$ cat src/apcr_pkg.sv
// Purpose: shared constants and types for the parallel convert/read port
// Assumes: ref_clk at 250 MHz
// Notes:   times in ns, cycle counts derived from the clock period
package apcr_pkg;

  localparam int CLK_PERIOD_NS   = 4;
  localparam int RESULT_W        = 12;
  localparam int CONV_TIME_NS    = 2700;
  // longest time: rounds down
  localparam int CONV_CYCLES     = CONV_TIME_NS / CLK_PERIOD_NS;
  localparam int DATA_SETUP_NS   = 70;
  localparam int DATA_SETUP_CYC  = DATA_SETUP_NS / CLK_PERIOD_NS;
  localparam int CNT_W           = 12;
  localparam logic [3:0] MID_LOW = 4'h0;
  localparam logic [RESULT_W-1:0] RESULT_RST = 12'h000;

  typedef enum logic [1:0] {
    APCR_IDLE = 2'b00,
    APCR_CONV = 2'b01,
    APCR_DONE = 2'b10
  } apcr_state_e;

  // host strobes after synchronisation
  typedef struct packed {
    logic cs_n;
    logic rd_n;
    logic upper_byte_enable;
  } apcr_strobe_s;

endpackage

$ cat src/apcr_port.sv
// Purpose: control and three-state output port of a 12-bit sampling converter
// Assumes: strobes are asynchronous pins; the analog core supplies bit decisions
// Notes:   the successive approximation loop is modelled with a comparator input
//          sampled once per bit step; conversion timed by counter on ref_clk

module apcr_port
#(
  parameter int CONV_CYC = apcr_pkg::CONV_CYCLES
)
(
  input  wire logic                              ref_clk,
  input  wire logic                              rst_n,
  input  wire logic                              cs_n,
  input  wire logic                              rd_n,
  input  wire logic                              upper_byte_enable,
  input  wire logic                              cmp_high,
  output logic                                   busy_n,
  output logic [apcr_pkg::RESULT_W-1:0]          out_lines,
  output logic [apcr_pkg::RESULT_W-1:0]          out_lines_oe
);

  localparam int W = apcr_pkg::RESULT_W;
  // spread bit decisions over the conversion time
  localparam int STEP = CONV_CYC / W;

  apcr_pkg::apcr_strobe_s       meta_q, sync_q, prev_q;
  apcr_pkg::apcr_state_e        state_q, state_d;
  logic [apcr_pkg::CNT_W-1:0]   cnt_q, cnt_d;
  logic [3:0]                   bit_q, bit_d;
  logic [W-1:0]                 successive_approx_reg_q, successive_approx_reg_d;
  logic [W-1:0]                 result_bits_q, result_bits_d;
  logic                         cmp_meta_q, cmp_q;
  apcr_pkg::apcr_strobe_s       meta_d, sync_d, prev_d;
  logic                         cmp_meta_d, cmp_d;
  logic                         busy_n_d;
  logic [W-1:0]                 out_d, oe_d;
  logic                         start;
  logic [3:0]                   out_lines_upper_nib;

  // two-flop synchronisers; first stage feeds only the second
  always_comb
  begin
    meta_d     = '{cs_n, rd_n, upper_byte_enable};
    sync_d     = meta_q;
    prev_d     = sync_q;
    cmp_meta_d = cmp_high;
    cmp_d      = cmp_meta_q;
  end

  // reset to select and read high, so no false falling edge after reset
  always_ff @(posedge ref_clk or negedge rst_n)
  begin
    if (!rst_n)
    begin
      meta_q     <= 3'b110;
      sync_q     <= 3'b110;
      prev_q     <= 3'b110;
      cmp_meta_q <= 1'b0;
      cmp_q      <= 1'b0;
    end
    else
    begin
      meta_q     <= meta_d;
      sync_q     <= sync_d;
      prev_q     <= prev_d;
      cmp_meta_q <= cmp_meta_d;
      cmp_q      <= cmp_d;
    end
  end

  // falling read edge qualified by select and byte enable
  assign start = !sync_q.rd_n && prev_q.rd_n && !sync_q.cs_n
                 && !sync_q.upper_byte_enable;

  always_comb
  begin
    state_d                 = state_q;
    cnt_d                   = cnt_q;
    bit_d                   = bit_q;
    successive_approx_reg_d = successive_approx_reg_q;
    case (state_q)
      apcr_pkg::APCR_IDLE:
      begin
        if (start)
        begin
          state_d                 = apcr_pkg::APCR_CONV;
          cnt_d                   = '0;
          bit_d                   = 4'(W - 1);
          successive_approx_reg_d = '0;
        end
      end
      apcr_pkg::APCR_CONV:
      begin
        // strobes not looked at here: no restart
        cnt_d = cnt_q + 1'b1;
        if (cnt_q == apcr_pkg::CNT_W'(STEP - 1))
        begin
          cnt_d                          = '0;
          successive_approx_reg_d[bit_q] = cmp_q;
          if (bit_q == 4'h0)
            state_d = apcr_pkg::APCR_DONE;
          else
            bit_d = bit_q - 1'b1;
        end
      end
      apcr_pkg::APCR_DONE:
      begin
        state_d = apcr_pkg::APCR_IDLE;
      end
      default:
      begin
        state_d = apcr_pkg::APCR_IDLE;
      end
    endcase
  end

  // result latch and busy status
  always_comb
  begin
    result_bits_d = result_bits_q;
    busy_n_d      = busy_n;
    case (state_q)
      apcr_pkg::APCR_IDLE:
      begin
        if (start)
          busy_n_d = 1'b0;
      end
      apcr_pkg::APCR_CONV:
      begin
        busy_n_d = 1'b0;
      end
      apcr_pkg::APCR_DONE:
      begin
        result_bits_d = successive_approx_reg_q;
        busy_n_d      = 1'b1;
      end
      default:
      begin
        busy_n_d = 1'b1;
      end
    endcase
  end

  // new result reaches both byte layouts on the edge busy rises
  assign out_lines_upper_nib = result_bits_d[W-1 -: 4];

  // output mux; latch updates the same edge busy rises, so data is set up 0 ns before busy, not DATA_SETUP_NS (70 ns)
  always_comb
  begin
    if (sync_q.upper_byte_enable)
      out_d = {out_lines_upper_nib, apcr_pkg::MID_LOW, out_lines_upper_nib};
    else
      out_d = result_bits_d;
    if (!sync_q.cs_n && !sync_q.rd_n)
      oe_d = '1;
    else
      oe_d = '0;
  end

  always_ff @(posedge ref_clk or negedge rst_n)
  begin
    if (!rst_n)
    begin
      state_q                 <= apcr_pkg::APCR_IDLE;
      cnt_q                   <= '0;
      bit_q                   <= 4'h0;
      successive_approx_reg_q <= '0;
    end
    else
    begin
      state_q                 <= state_d;
      cnt_q                   <= cnt_d;
      bit_q                   <= bit_d;
      successive_approx_reg_q <= successive_approx_reg_d;
    end
  end

  always_ff @(posedge ref_clk or negedge rst_n)
  begin
    if (!rst_n)
    begin
      result_bits_q <= apcr_pkg::RESULT_RST;
      busy_n        <= 1'b1;
    end
    else
    begin
      result_bits_q <= result_bits_d;
      busy_n        <= busy_n_d;
    end
  end

  // data and enable pins move only here, straight from flops
  always_ff @(posedge ref_clk or negedge rst_n)
  begin
    if (!rst_n)
    begin
      out_lines    <= '0;
      out_lines_oe <= '0;
    end
    else
    begin
      out_lines    <= out_d;
      out_lines_oe <= oe_d;
    end
  end

endmodule

$ cat config.mk
export PLATFORM = sky130hd
export DESIGN_NAME = apcr_port
export DESIGN_NICKNAME = d
export VERILOG_FILES = /design/src/apcr_pkg.sv /design/src/apcr_port.sv
export SDC_FILE = /design/constraint.sdc
export NUM_CORES = 1
export LEC_CHECK = 0
export BUFFER_PORTS_ARGS = -buffer_cell sky130_fd_sc_hd__buf_2
export CORE_MARGIN = 10
export CORE_UTILIZATION = 35
export CTS_BUF_LIST = sky130_fd_sc_hd__clkbuf_4 sky130_fd_sc_hd__clkbuf_8
export CTS_CLUSTER_SIZE = 24
export DETAILED_ROUTE_END_ITERATION = 8
export PLACE_DENSITY = 0.52
export SETUP_SLACK_MARGIN = 0.05
export SLEW_MARGIN = 30
export SYNTH_ARGS = -nofsm -noshare
export SYNTH_HDL_FRONTEND = slang
export SYNTH_SLANG_ARGS = --single-unit
$ cat constraint.sdc
create_clock -name ref_clk -period 1.89 [get_ports ref_clk]
set_input_delay 0.189 -clock ref_clk [delete_from_list [all_inputs] [get_ports ref_clk]]
set_output_delay 0.189 -clock ref_clk [all_outputs]
set_load 0.01 [all_outputs]
Word-level counts from Yosys, hierarchy flattened:

Index checks and enable logic that the tools add are counted.

* output and inout port bits: 25
* input port bits: 6
* bits in registers: 76
* word-level logic and storage cells: 64

* mux-type cells: 21
* add/subtract/negate cells: 2
* reductions and logical operators: 15
* eq/ne operators: 7
* order comparisons: 2

Operator list (number)
* 2-to-1 mux 12 bit: 5
* one-hot mux 12 bit (2 select lines): 2
* adder 12 x 1 -> 12 bit, second input constant: 1
* bitwise mux 12 bit: 1
* == test 12 x 6 -> 1 bit, second input constant: 1
* 2-to-1 mux 4 bit: 3
* 2-to-1 mux 8 bit: 1
* != test 2 bit, second input constant: 4
* one-hot mux 4 bit (2 select lines): 1
* 2-to-1 mux 2 bit: 3
* AND reduction 3 bit: 2
* logical AND 1 bit: 5
* less-than comparator 4 x 5 -> 1 bit, second input constant: 1
* demux 1 bit (select 4 bit): 1
* >= comparator 4 x 1 -> 1 bit, second input constant: 1
* zero test 4 bit: 1
* one-hot mux 2 bit (2 select lines): 1
* AND reduction 4 bit: 1
* subtractor 4 x 1 -> 4 bit, second input constant: 1
* zero test 1 bit: 3
* == test 2 x 1 -> 1 bit, second input constant: 1
* == test 2 bit, second input constant: 1
* zero test 2 bit: 1
* 2-to-1 mux 1 bit: 2
* 3 further kinds: 3

Logic depth before layout (Yosys ltp):

Gate-level depths: netlist of the first run.

* depth after elaboration: 7
* depth in mapped cells: 7
* gate-level depth less buffers: 6

Worst setup path after synthesis of the first run:

OpenSTA, ideal clock, no wires.

* path kind: flip-flop to flip-flop
* start point: reg sync_q, in the netlist prev_d[0]
* end point: reg cnt_q[7] in the netlist's numbering
* cell stages (with the launch flop): 6
* library setup time: 0.073 ns
* path buffers: 1
* path slack: -0.099 ns
* arrival time: 1.916 ns
* path through: dfrtp_1 buf_6 or4b_4 a21o_4 or4_4 a21oi_2

* longest elaborated chain between the ends: 4

RTL lines
* start, declared: line apcr_port.sv:26 `apcr_pkg::apcr_strobe_s meta_q, sync_q, prev_q;`
* start signal, assigned: line apcr_port.sv:64 `sync_q <= sync_d;`
* zero test 1 bit: line apcr_port.sv:73 `&& !sync_q.upper_byte_enable;`
* logical AND 1 bit: line apcr_port.sv:73
* != test 2 bit (no line)
* AND reduction 2 bit (no line)
* end signal, assigned: line apcr_port.sv:172 `cnt_q <= cnt_d;`
* end, declared: line apcr_port.sv:28 `logic [apcr_pkg::CNT_W-1:0] cnt_q, cnt_d;`

Every way passes these cells.
A chain may end at the register's enable or synchronous reset.

Worst setup path after layout of the first run:

* start point: reg prev_q[1] in the netlist's numbering
* end point: reg cnt_q[10] in the netlist's numbering

* longest elaborated chain between the ends: 5

RTL lines
* start, declared: line apcr_port.sv:26
* start signal, assigned: line apcr_port.sv:65 `prev_q <= prev_d;`
* logical AND 1 bit (2 in a row): line apcr_port.sv:72 `assign start = !sync_q.rd_n && prev_q.rd_n && !sync_q.cs_n`
* logical AND 1 bit: line apcr_port.sv:73
* != test 2 bit (no line)
* AND reduction 2 bit (no line)

Every way passes these cells.

==> results.sh, run 1 <==
export IMPL_antenna_found_initial=0
export IMPL_drtAntennaViolNets=0
export IMPL_cts_max_path_buffers=2
export IMPL_tightestPinTransition_ps=436
export IMPL_drv_slew=0
export IMPL_layout_drive_gt1_share_pct=43.9
export IMPL_power_frac_seq_pct=37.6
export IMPL_synth_area_top_cells="dfrtp_1 (48%), a21oi_1 (6.3%), mux2_2 (6.3%), dfstp_2 (5.5%), buf_4 (4.2%)"
export IMPL_fmax_mhz=535
export IMPL_wirelength_met1_um=3040
export IMPL_dr_first_iter_drc_count=77
export IMPL_rsz0062_at_grt="yes"
export IMPL_arrival_ps=2150
export IMPL_grt_total_usage_pct=11.3
export IMPL_io_pins=31
export IMPL_setup_viol=0
export IMPL_gp_congestion=0.831
export IMPL_leakage_nw=1.79
export IMPL_rows=33
export IMPL_yosysMostFrequentCell="dfrtp_1"
export IMPL_dp_slack_ps=-87.0
export IMPL_synth_top_cells_by_count="dfrtp_1 (55), a21oi_1 (36), buf_4 (16), mux2_2 (16)"
export IMPL_whs_ps=351
export IMPL_p_total_mw=4.06
export IMPL_seq_area_frac_synth_pct=53.3
export IMPL_pwr_share_comb_pct=34.4
export IMPL_diodes=0
export IMPL_hold_viol=0
export IMPL_finalWorstSetupSlack_ps=21.6
export IMPL_drt_total_wl_um=6870
export IMPL_required_ps=2170
export IMPL_final_area_mm2=0.00371
export IMPL_netlist_area_mm2=0.00288
export IMPL_slew_headroom_pct=70.6
export IMPL_wl_per_cell_um=15.8
export IMPL_avgSynthCellArea_um2=10.8
export IMPL_start_kind="flop"
export IMPL_grt_max_degree=62
export IMPL_hp_class="flop to flop"
export IMPL_ys_seq_elements=61
export IMPL_clkTransAtPathRegs_ps=70
export IMPL_p_int_mw=2.66
export IMPL_synth_cell_types=46
export IMPL_die_area_mm2=0.0123
export IMPL_numClockSinks=61
export IMPL_core_area_mm2=0.00809
export IMPL_syn2layout_area_growth_pct=28.9
export IMPL_yosys_area_top_type="dfrtp_1"
export IMPL_syn_inst=267
export IMPL_viasPerCell=5.17
export IMPL_port_buffers=30
export IMPL_synthArstFlopShare_pct=100
export IMPL_drtPass1Iterations=4
export IMPL_cp_end_kind="flop"
export IMPL_syn_nets=278
export IMPL_hpwlAfterDp_um=4620
export IMPL_wl_met3_um=242
export IMPL_htree_num_levels=3
export IMPL_numCtsBuffers=9
export IMPL_critPathKind="flop to flop"
export IMPL_fp_dieW_um=111
export IMPL_top_layer="met4"
export IMPL_root_buffer="clkbuf_8"
export IMPL_cts_tree="done"
export IMPL_dpl_cell_area_mm2=0.00327
export IMPL_overflow=0
export IMPL_die_h_um=111
export IMPL_num_vias=2250
export IMPL_grt_pass1_vias=2346
export IMPL_synth_edf_count=0
export IMPL_status="complete, no violations"
export IMPL_p_switching_mw=1.40
export IMPL_period_minus_slack_ps=1870
export IMPL_nNetsFinal=336
export IMPL_yosys_warnings=0
export IMPL_drc=0
export IMPL_post_place_cells=407
export IMPL_vdd_ir_drop_max_mv=0.551
export IMPL_finalCritPeriodShare_pct=98.9
export IMPL_grt_pass1_wl_um=11500
export IMPL_power_density_mw_per_mm2=1090
export IMPL_instances_no_fill=435
export IMPL_finClkSkew_ps=4.97
export IMPL_synth_top_cell_area_share_pct=47.8
export IMPL_met2WireLength_um=3530
export IMPL_path_max_fanout=6
export IMPL_swShare_pct=34.5
export IMPL_cap_violations=0
export IMPL_initial_utilization_pct=35.6
export IMPL_synth_main_ff_cell="dfrtp_1"
export IMPL_p_clk_share_pct=28.0
export IMPL_clkLatencyLatePin_ps=340
[layout by cell type, fill, tap and decap left out, types with 5 or more instances in the layout]
master          n
nor2b_1         5
mux2_2         16
a21oi_1        32
buf_4          40
o21ai_0         8
nand2_1        13
nor2_1         11
nand3_1         5
dlygate4sd3_1   5
dfrtp_1        55
a31oi_1         9
buf_2          30
clkbuf_8        9
and3_1          7
a21oi_2         5
dfstp_2         6
[worst max-delay path, cell delays in order (launching register included)]
cell	delay (ps)
dfstp_2	510
or4b_4	490
a21o_4	240
or4_4	420
a21oi_2	140
[per-stage QoR]
step                util [%]  TNS, ps
floorplan                  -        0
global placement        40.4    -2.63
detailed placement      40.4    -95.9
CTS                     43.8        0
global route            45.9    -33.2
finish                  45.9        0
[power groups by stage]
stage,Combinational [mW],Clock [mW],Sequential (mW)
2_1_floorplan,0.742,0,1.56
3_3_place_gp,1.23,0,1.55
3_5_place_dp,1.23,0,1.55
4_1_cts,1.27,1.17,1.53
5_1_grt,1.55,1.23,1.55
6_report,1.39,1.14,1.53
[final cells by class]
type | count | area (µm²)
Fill cell | 791 | 4380
Sequential cell | 61 | 1530
Multi-Input combinational cell | 171 | 1300
Timing Repair Buffer | 78 | 543
Tap cell | 105 | 131
Clock buffer | 9 | 124
Clock inverter | 7 | 66.3
Inverter | 4 | 15.0
[routing by layer]
metal	global-route usage [%]	vias to the layer above
li1	-	1080
met2	18.4	41
met3	3.84	6
met5	0	-
met1	13.3	1123
met4	4.69	0
[path summary, 6_finish.rpt]
kind	slack, ps	cells after the start	from	endpoint
max in group asynchronous	1190	3	rst_n	prev_d[2]$_DFF_PN1_
worst max-delay path	20	4	prev_q[1]$_DFF_PN1_	cnt_q[10]$_DFFE_PN0P_
worst max register to register	20	4	prev_q[1]$_DFF_PN1_	cnt_q[10]$_DFFE_PN0P_
worst min register to register	350	0	cmp_d$_DFF_PN0_	cmp_q$_DFF_PN0_
min in group asynchronous	380	3	rst_n	out_lines[9]$_DFF_PN0_
worst min-delay path	350	0	cmp_d$_DFF_PN0_	cmp_q$_DFF_PN0_
[logic make-up (layout without fill, tap and decap cells)]
| group | Yosys count | after routing | synth area share (%) |
|---|---|---|---|
| xor gates and xnor gates | 1 | 1 | 0.304 |
| and+or+nand+nor | 70 | 70 | 14.5 |
| muxes | 16 | 16 | 6.26 |
| AOI/OAI and AO/OA | 79 | 79 | 16.4 |
| DFF | 61 | 61 | 53.3 |
| buffers and inverters | 35 | 98 | 7.08 |
| adders and majority gates | 5 | 5 | 2.17 |
[what timing repair did]
action	in CTS	in global routing
hold endpoints to repair	59	0
hold buffers	5	0
endpoints found under the setup margin	17	25
gates cloned	0	0
setup buffers	3	4
resized for setup	3	27
pin swaps	1	11
[registers in the layout, summed over array words and instances, names as in the netlist]
register and count:
result_bits_q 8, busy_n 1, prev_q 1, cnt_q 12
meta_q 3, cmp_q 1, bit_q 4, out_lines 12
cmp_d 1, prev_d 3, successive_approx_reg_q 12, state_q 2
out_lines_oe 1
Power figures use the tool's default switching activity.
==> inputs of run 2 (changes only) <==
--- a/config.mk
+++ b/config.mk
@@ -6,6 +6,7 @@
 export NUM_CORES = 1
 export LEC_CHECK = 0
 export BUFFER_PORTS_ARGS = -buffer_cell sky130_fd_sc_hd__buf_2
+export CORE_ASPECT_RATIO = 1.25
 export CORE_MARGIN = 10
 export CORE_UTILIZATION = 35
 export CTS_BUF_LIST = sky130_fd_sc_hd__clkbuf_4 sky130_fd_sc_hd__clkbuf_8
==> run 2 against run 1 <==
Against the previous run:
- worst hold slack got worse by 22 ps
- routed wire length is 4.4% lower
- core utilization is 0.64 points higher
- global-route usage is 0.12 points lower
- critical endpoint unchanged
- largest power group unchanged
==> results.sh, run 2 (same netlist as run 1, synthesis figures left out) <==
export IMPL_status="complete, no violations"
export IMPL_initial_utilization_pct=36.3
export IMPL_utilization_pct=46.5
export IMPL_port_buffers=30
export IMPL_met2WireLength_um=3350
export IMPL_fmax_mhz=539
export IMPL_antenna_found_initial=0
export IMPL_overflow=0
export IMPL_path_max_fanout=6
export IMPL_hold_viol=0
export IMPL_wl_per_cell_um=15.3
export IMPL_wl_met3_um=289
export IMPL_required_ps=2160
export IMPL_diodes=0
export IMPL_slowest_stage="dfstp_2"
export IMPL_drc=0
export IMPL_final_common_cell="dfrtp_1"
export IMPL_power_density_mw_per_mm2=1130
export IMPL_grt_pass1_vias=2291
export IMPL_io_pins=31
export IMPL_drt_total_wl_um=6560
export IMPL_layout_common_cells="dfrtp_1 (55), buf_4 (42), buf_2 (31)"
export IMPL_grt_total_usage_pct=11.2
export IMPL_drtPass1Iterations=4
export IMPL_fp_dieW_um=101
export IMPL_reg_top3="cnt_q: 12 flops, out_lines: 12 flops, successive_approx_reg_q: 12 flops"
export IMPL_finalCritPeriodShare_pct=98.2
export IMPL_finClkSkew_ps=9.81
export IMPL_grt_max_degree=44
export IMPL_final_area_mm2=0.00369
export IMPL_dpl_cell_area_mm2=0.00333
export IMPL_setup_viol=0
export IMPL_root_buffer="clkbuf_8"
export IMPL_clkTransAtPathRegs_ps=60
export IMPL_worst_path_dominant_cell_family="simple AND/OR/NAND/NOR gates"
export IMPL_drv_slew=0
export IMPL_numCtsBuffers=9
export IMPL_vdd_ir_drop_max_mv=0.618
export IMPL_htree_num_levels=3
export IMPL_syn2layout_area_growth_pct=28.0
export IMPL_worstPathCellList="or4b_4 -> a21o_4 -> or4_4 -> a21oi_2"
export IMPL_arrival_ps=2130
export IMPL_whs_ps=329
export IMPL_tns_ps=0
export IMPL_leakage_nw=1.81
export IMPL_nNetsFinal=339
export IMPL_die_area_mm2=0.0123
export IMPL_gp_congestion=0.868
export IMPL_slew_headroom_pct=68.7
export IMPL_dp_slack_ps=53.4
export IMPL_cts_max_path_buffers=2
export IMPL_drtAntennaViolNets=0
export IMPL_top_layer="met4"
export IMPL_period_minus_slack_ps=1860
export IMPL_tightestPinTransition_ps=470
export IMPL_viasPerCell=5.14
export IMPL_die_h_um=121
export IMPL_finalWorstSetupSlack_ps=34.7
export IMPL_critPathKind="flop to flop"
export IMPL_clkLatencyLatePin_ps=350
export IMPL_hp_class="input pin to async pin"
export IMPL_cap_violations=0
export IMPL_slowest_delay_ps=510
export IMPL_cts_tree="done"
export IMPL_rows=36
export IMPL_layout_drive_gt1_share_pct=42.9
export IMPL_grt_pass1_wl_um=11000
export IMPL_wirelength_met1_um=2730
export IMPL_numClockSinks=61
export IMPL_path_buf_inv=0
export IMPL_start_kind="flop"
export IMPL_hpwlAfterDp_um=4780
export IMPL_dr_first_iter_drc_count=87
export IMPL_post_cts_buffers=0
export IMPL_core_area_mm2=0.00793
export IMPL_rsz0062_at_grt="yes"
export IMPL_num_vias=2198
export IMPL_cp_end_kind="flop"
## run 2: changes by cell type in the layout (fill, tap and decap cells not counted), sizes merged
| cell | previous run | this run |
|---|---|---|
| buf | 73 | 76 |
| clkinvlp | 1 | 0 |
| clkbuf | 9 | 13 |
| clkinv | 5 | 2 |
## run 2: worst register-to-register path: stages (launching register included)
cell and delay (ps):
dfstp_2 510, or4b_4 490, a21o_4 250, or4_4 420, a21oi_2 120
## run 2: area by class of cell
type | count | area, µm²
clock buffer | 13 | 173
tap | 95 | 119
fill | 753 | 4240
inverter | 4 | 15.0
sequential | 61 | 1530
clock inverter | 3 | 43.8
timing repair buffer | 81 | 572
multi-input combinational | 171 | 1230
## run 2: where the power goes
group          switching (mW)  internal, mW  total, mW
logic                   0.755         0.649       1.40
registers              0.0802          1.44       1.52
clock network           0.506         0.732       1.24
total                    1.34          2.82       4.16
## run 2: routing by layer
metal  up-vias  GRT usage [%]
li1       1088              -
met1      1051           12.7
met2        40           18.3
met3        19           3.87
met4         0           5.24
met5         -              0
## run 2: stage by stage
step	cells	total power [mW]
6_report	428	4.16
5_1_grt	428	4.43
4_1_cts	427	4.15
3_5_place_dp	406	2.88
3_3_place_gp	406	2.87
2_1_floorplan	267	2.30
## run 2: worst paths after layout
path | from | slack, ps | cells past startpoint | end
max in group asynchronous | rst_n | 920 | 3 | prev_q[1]$_DFF_PN1_
worst max register to register | prev_q[1]$_DFF_PN1_ | 30 | 4 | cnt_q[10]$_DFFE_PN0P_
worst min-delay path | rst_n | 330 | 2 | out_lines[4]$_DFF_PN0_
worst min register to register | cmp_d$_DFF_PN0_ | 350 | 0 | cmp_q$_DFF_PN0_
min in group ref_clk | cmp_d$_DFF_PN0_ | 350 | 0 | cmp_q$_DFF_PN0_
worst max-delay path | prev_q[1]$_DFF_PN1_ | 30 | 4 | cnt_q[10]$_DFFE_PN0P_
## run 2: timing repair
action	in CTS	in global routing
hold buffers	5	0
pin swaps	0	4
resized for setup	1	20
endpoints found under the setup margin	3	21
gates cloned	0	1
endpoints found under the hold margin	19	0
==> inputs of run 3 (changes only) <==
--- a/config.mk
+++ b/config.mk
@@ -5,6 +5,7 @@
 export SDC_FILE = /design/constraint.sdc
 export NUM_CORES = 1
 export LEC_CHECK = 0
+export ABC_CLOCK_PERIOD_IN_PS = 1890
 export BUFFER_PORTS_ARGS = -buffer_cell sky130_fd_sc_hd__buf_2
 export CORE_ASPECT_RATIO = 1.25
 export CORE_MARGIN = 10
@@ -12,7 +13,7 @@
 export CTS_BUF_LIST = sky130_fd_sc_hd__clkbuf_4 sky130_fd_sc_hd__clkbuf_8
 export CTS_CLUSTER_SIZE = 24
 export DETAILED_ROUTE_END_ITERATION = 8
-export PLACE_DENSITY = 0.52
+export PLACE_DENSITY = 0.55
 export SETUP_SLACK_MARGIN = 0.05
 export SLEW_MARGIN = 30
 export SYNTH_ARGS = -nofsm -noshare
==> run 3 against run 2 <==
Against the previous run:
- core utilization decreased by 0.93 points
- flip-flop and latch count unchanged
- critical path depth rose by 2
- clock skew decreased by 3.1 ps
- register-to-register slack about the same
- clock power increased by 5%
- worst hold slack better by 18 ps
- first-iteration DRC count is 24% higher
- sequential power about the same
- sequential share of layout area up 0.85 points
- global-route usage down 0.39 points
- die area unchanged
- critical endpoint is now cnt_q[11]$_DFFE_PN0P_
- largest cell class unchanged
- highest routed layer unchanged
==> results.sh, run 3 (same netlist as run 1, synthesis figures left out) <==
export IMPL_dr_first_iter_drc_count=108
export IMPL_dpl_cell_area_mm2=0.00325
export IMPL_core_area_mm2=0.00793
export IMPL_final_common_cell="dfrtp_1"
export IMPL_rows=36
export IMPL_reg_top3="cnt_q: 12 flops, out_lines: 12 flops, successive_approx_reg_q: 12 flops"
export IMPL_port_buffers=30
export IMPL_required_ps=2130
export IMPL_worstPathCellList="ha_2 -> or4b_4 -> o31ai_1 -> buf_4 -> o21ai_0 -> a22o_1"
export IMPL_slowest_delay_ps=500
export IMPL_vdd_ir_drop_max_mv=0.624
export IMPL_drtPass1Iterations=4
export IMPL_layout_drive_gt1_share_pct=40.8
export IMPL_drt_total_wl_um=6430
export IMPL_root_buffer="clkbuf_8"
export IMPL_cp_end_kind="flop"
export IMPL_reg2reg_to="cnt_q[11]$_DFFE_PN0P_"
export IMPL_tns_ps=0
export IMPL_n_fill_cell=759
export IMPL_tightestPinTransition_ps=580
export IMPL_period_minus_slack_ps=1870
export IMPL_finalCritPeriodShare_pct=98.8
export IMPL_finClkSkew_ps=6.75
export IMPL_die_area_mm2=0.0123
export IMPL_status="complete, no violations"
export IMPL_layout_common_cells="dfrtp_1 (55), buf_4 (37), a21oi_1 (35)"
export IMPL_nNetsFinal=332
export IMPL_grt_max_degree=40
export IMPL_hp_class="flop to flop"
export IMPL_hold_start="cmp_d$_DFF_PN0_"
export IMPL_clkLatencyLatePin_ps=350
export IMPL_whs_endpoint="cmp_q$_DFF_PN0_"
export IMPL_setup_viol=0
export IMPL_grt_pass1_vias=2141
export IMPL_num_vias=2164
export IMPL_arrival_ps=2110
export IMPL_finalWorstSetupSlack_ps=22.7
export IMPL_viasPerCell=5.14
export IMPL_htree_num_levels=3
export IMPL_slowest_stage="or4b_4"
export IMPL_whs_path_depth=0
export IMPL_overflow=0
export IMPL_slew_headroom_pct=61.3
export IMPL_grt_total_usage_pct=10.8
export IMPL_drv_slew=0
export IMPL_hold_viol=0
export IMPL_cts_max_path_buffers=2
export IMPL_clkTransAtPathRegs_ps=80
export IMPL_syn2layout_area_growth_pct=25.5
export IMPL_drc=0
export IMPL_path_buf_inv=1
export IMPL_fmax_mhz=536
export IMPL_power_density_mw_per_mm2=1160
export IMPL_die_h_um=121
export IMPL_final_area_mm2=0.00361
export IMPL_initial_utilization_pct=36.3
export IMPL_io_pins=31
export IMPL_path_max_fanout=3
export IMPL_dp_slack_ps=43.6
export IMPL_grt_pass1_wl_um=10600
export IMPL_critPathKind="flop to flop"
export IMPL_antenna_found_initial=0
export IMPL_diodes=0
export IMPL_numCtsBuffers=9
export IMPL_cts_tree="done"
export IMPL_rsz0062_at_grt="yes"
export IMPL_drtAntennaViolNets=0
export IMPL_fp_dieW_um=101
export IMPL_utilization_pct=45.6
export IMPL_rr_worst_depth=6
export IMPL_start_kind="flop"
export IMPL_cap_violations=0
export IMPL_reg2reg_slack_ps=20
export IMPL_wl_per_cell_um=15.3
export IMPL_gp_congestion=0.836
export IMPL_numClockSinks=61
export IMPL_leakage_nw=1.77
export IMPL_r2r_start="cnt_q[1]$_DFFE_PN0P_"
export IMPL_hpwlAfterDp_um=4670
export IMPL_worst_path_dominant_cell_family="compound AO/OA/AOI/OAI gates"
run 3: through the flow:
step           hold WS, ps  power (mW)  instances
3_5_place_dp           224        2.83        396
4_1_cts                352        4.16        418
3_3_place_gp           222        2.83        396
2_1_floorplan         -107        2.30        267
6_report               347        4.20        421
5_1_grt                361        4.45        421
run 3: how the worst max path moves through the flow:
stage,startpoint,to,slack [ps],depth (start not counted)
6_report,cnt_q[1]$_DFFE_PN0P_,cnt_q[11]$_DFFE_PN0P_,20,6
5_1_grt,cnt_q[1]$_DFFE_PN0P_,cnt_q[11]$_DFFE_PN0P_,-40,6
4_1_cts,prev_q[1]$_DFF_PN1_,successive_approx_reg_q[1]$_DFFE_PN0P_,30,5
3_5_place_dp,prev_q[1]$_DFF_PN1_,cnt_q[7]$_DFFE_PN0P_,40,4
3_3_place_gp,cnt_q[0]$_DFFE_PN0P_,successive_approx_reg_q[11]$_DFFE_PN0P_,50,7
2_1_floorplan,cnt_q[8]$_DFFE_PN0P_,successive_approx_reg_q[4]$_DFFE_PN0P_,20,5
run 3: report_power, final:
group | internal (mW) | total [mW] | switching, mW | leakage [nW]
Combinational | 0.635 | 1.37 | 0.732 | 0.867
Clock | 0.748 | 1.30 | 0.554 | 0.106
Sequential | 1.44 | 1.53 | 0.0876 | 0.800
Total | 2.82 | 4.20 | 1.37 | 1.77
run 3: final cells by class:
type	instances	area, µm²	area share (%)
Tap cell	95	119	3.29
Inverter	4	15.0	0.416
Multi-Input combinational cell	171	1210	33.6
Sequential cell	61	1530	42.5
Timing Repair Buffer	74	509	14.1
Clock buffer	9	124	3.43
Clock inverter	7	97.6	2.70
run 3: what timing repair did:
item	CTS	global route
hold buffers	5	0
pin swaps	0	5
endpoints found under the setup margin	13	24
gates resized for setup	0	18
hold endpoints to repair	23	0
setup buffers	1	3
run 3: per-layer routing:
| layer | vias to the layer above | track usage (%) | share of wire, % |
|---|---|---|---|
| li1 | 1075 | - | - |
| met1 | 1030 | 12.5 | 41 |
| met2 | 44 | 18.0 | 52 |
| met3 | 15 | 2.56 | 4.7 |
| met4 | 0 | 5.41 | 2.4 |
| met5 | - | 0 | 0 |
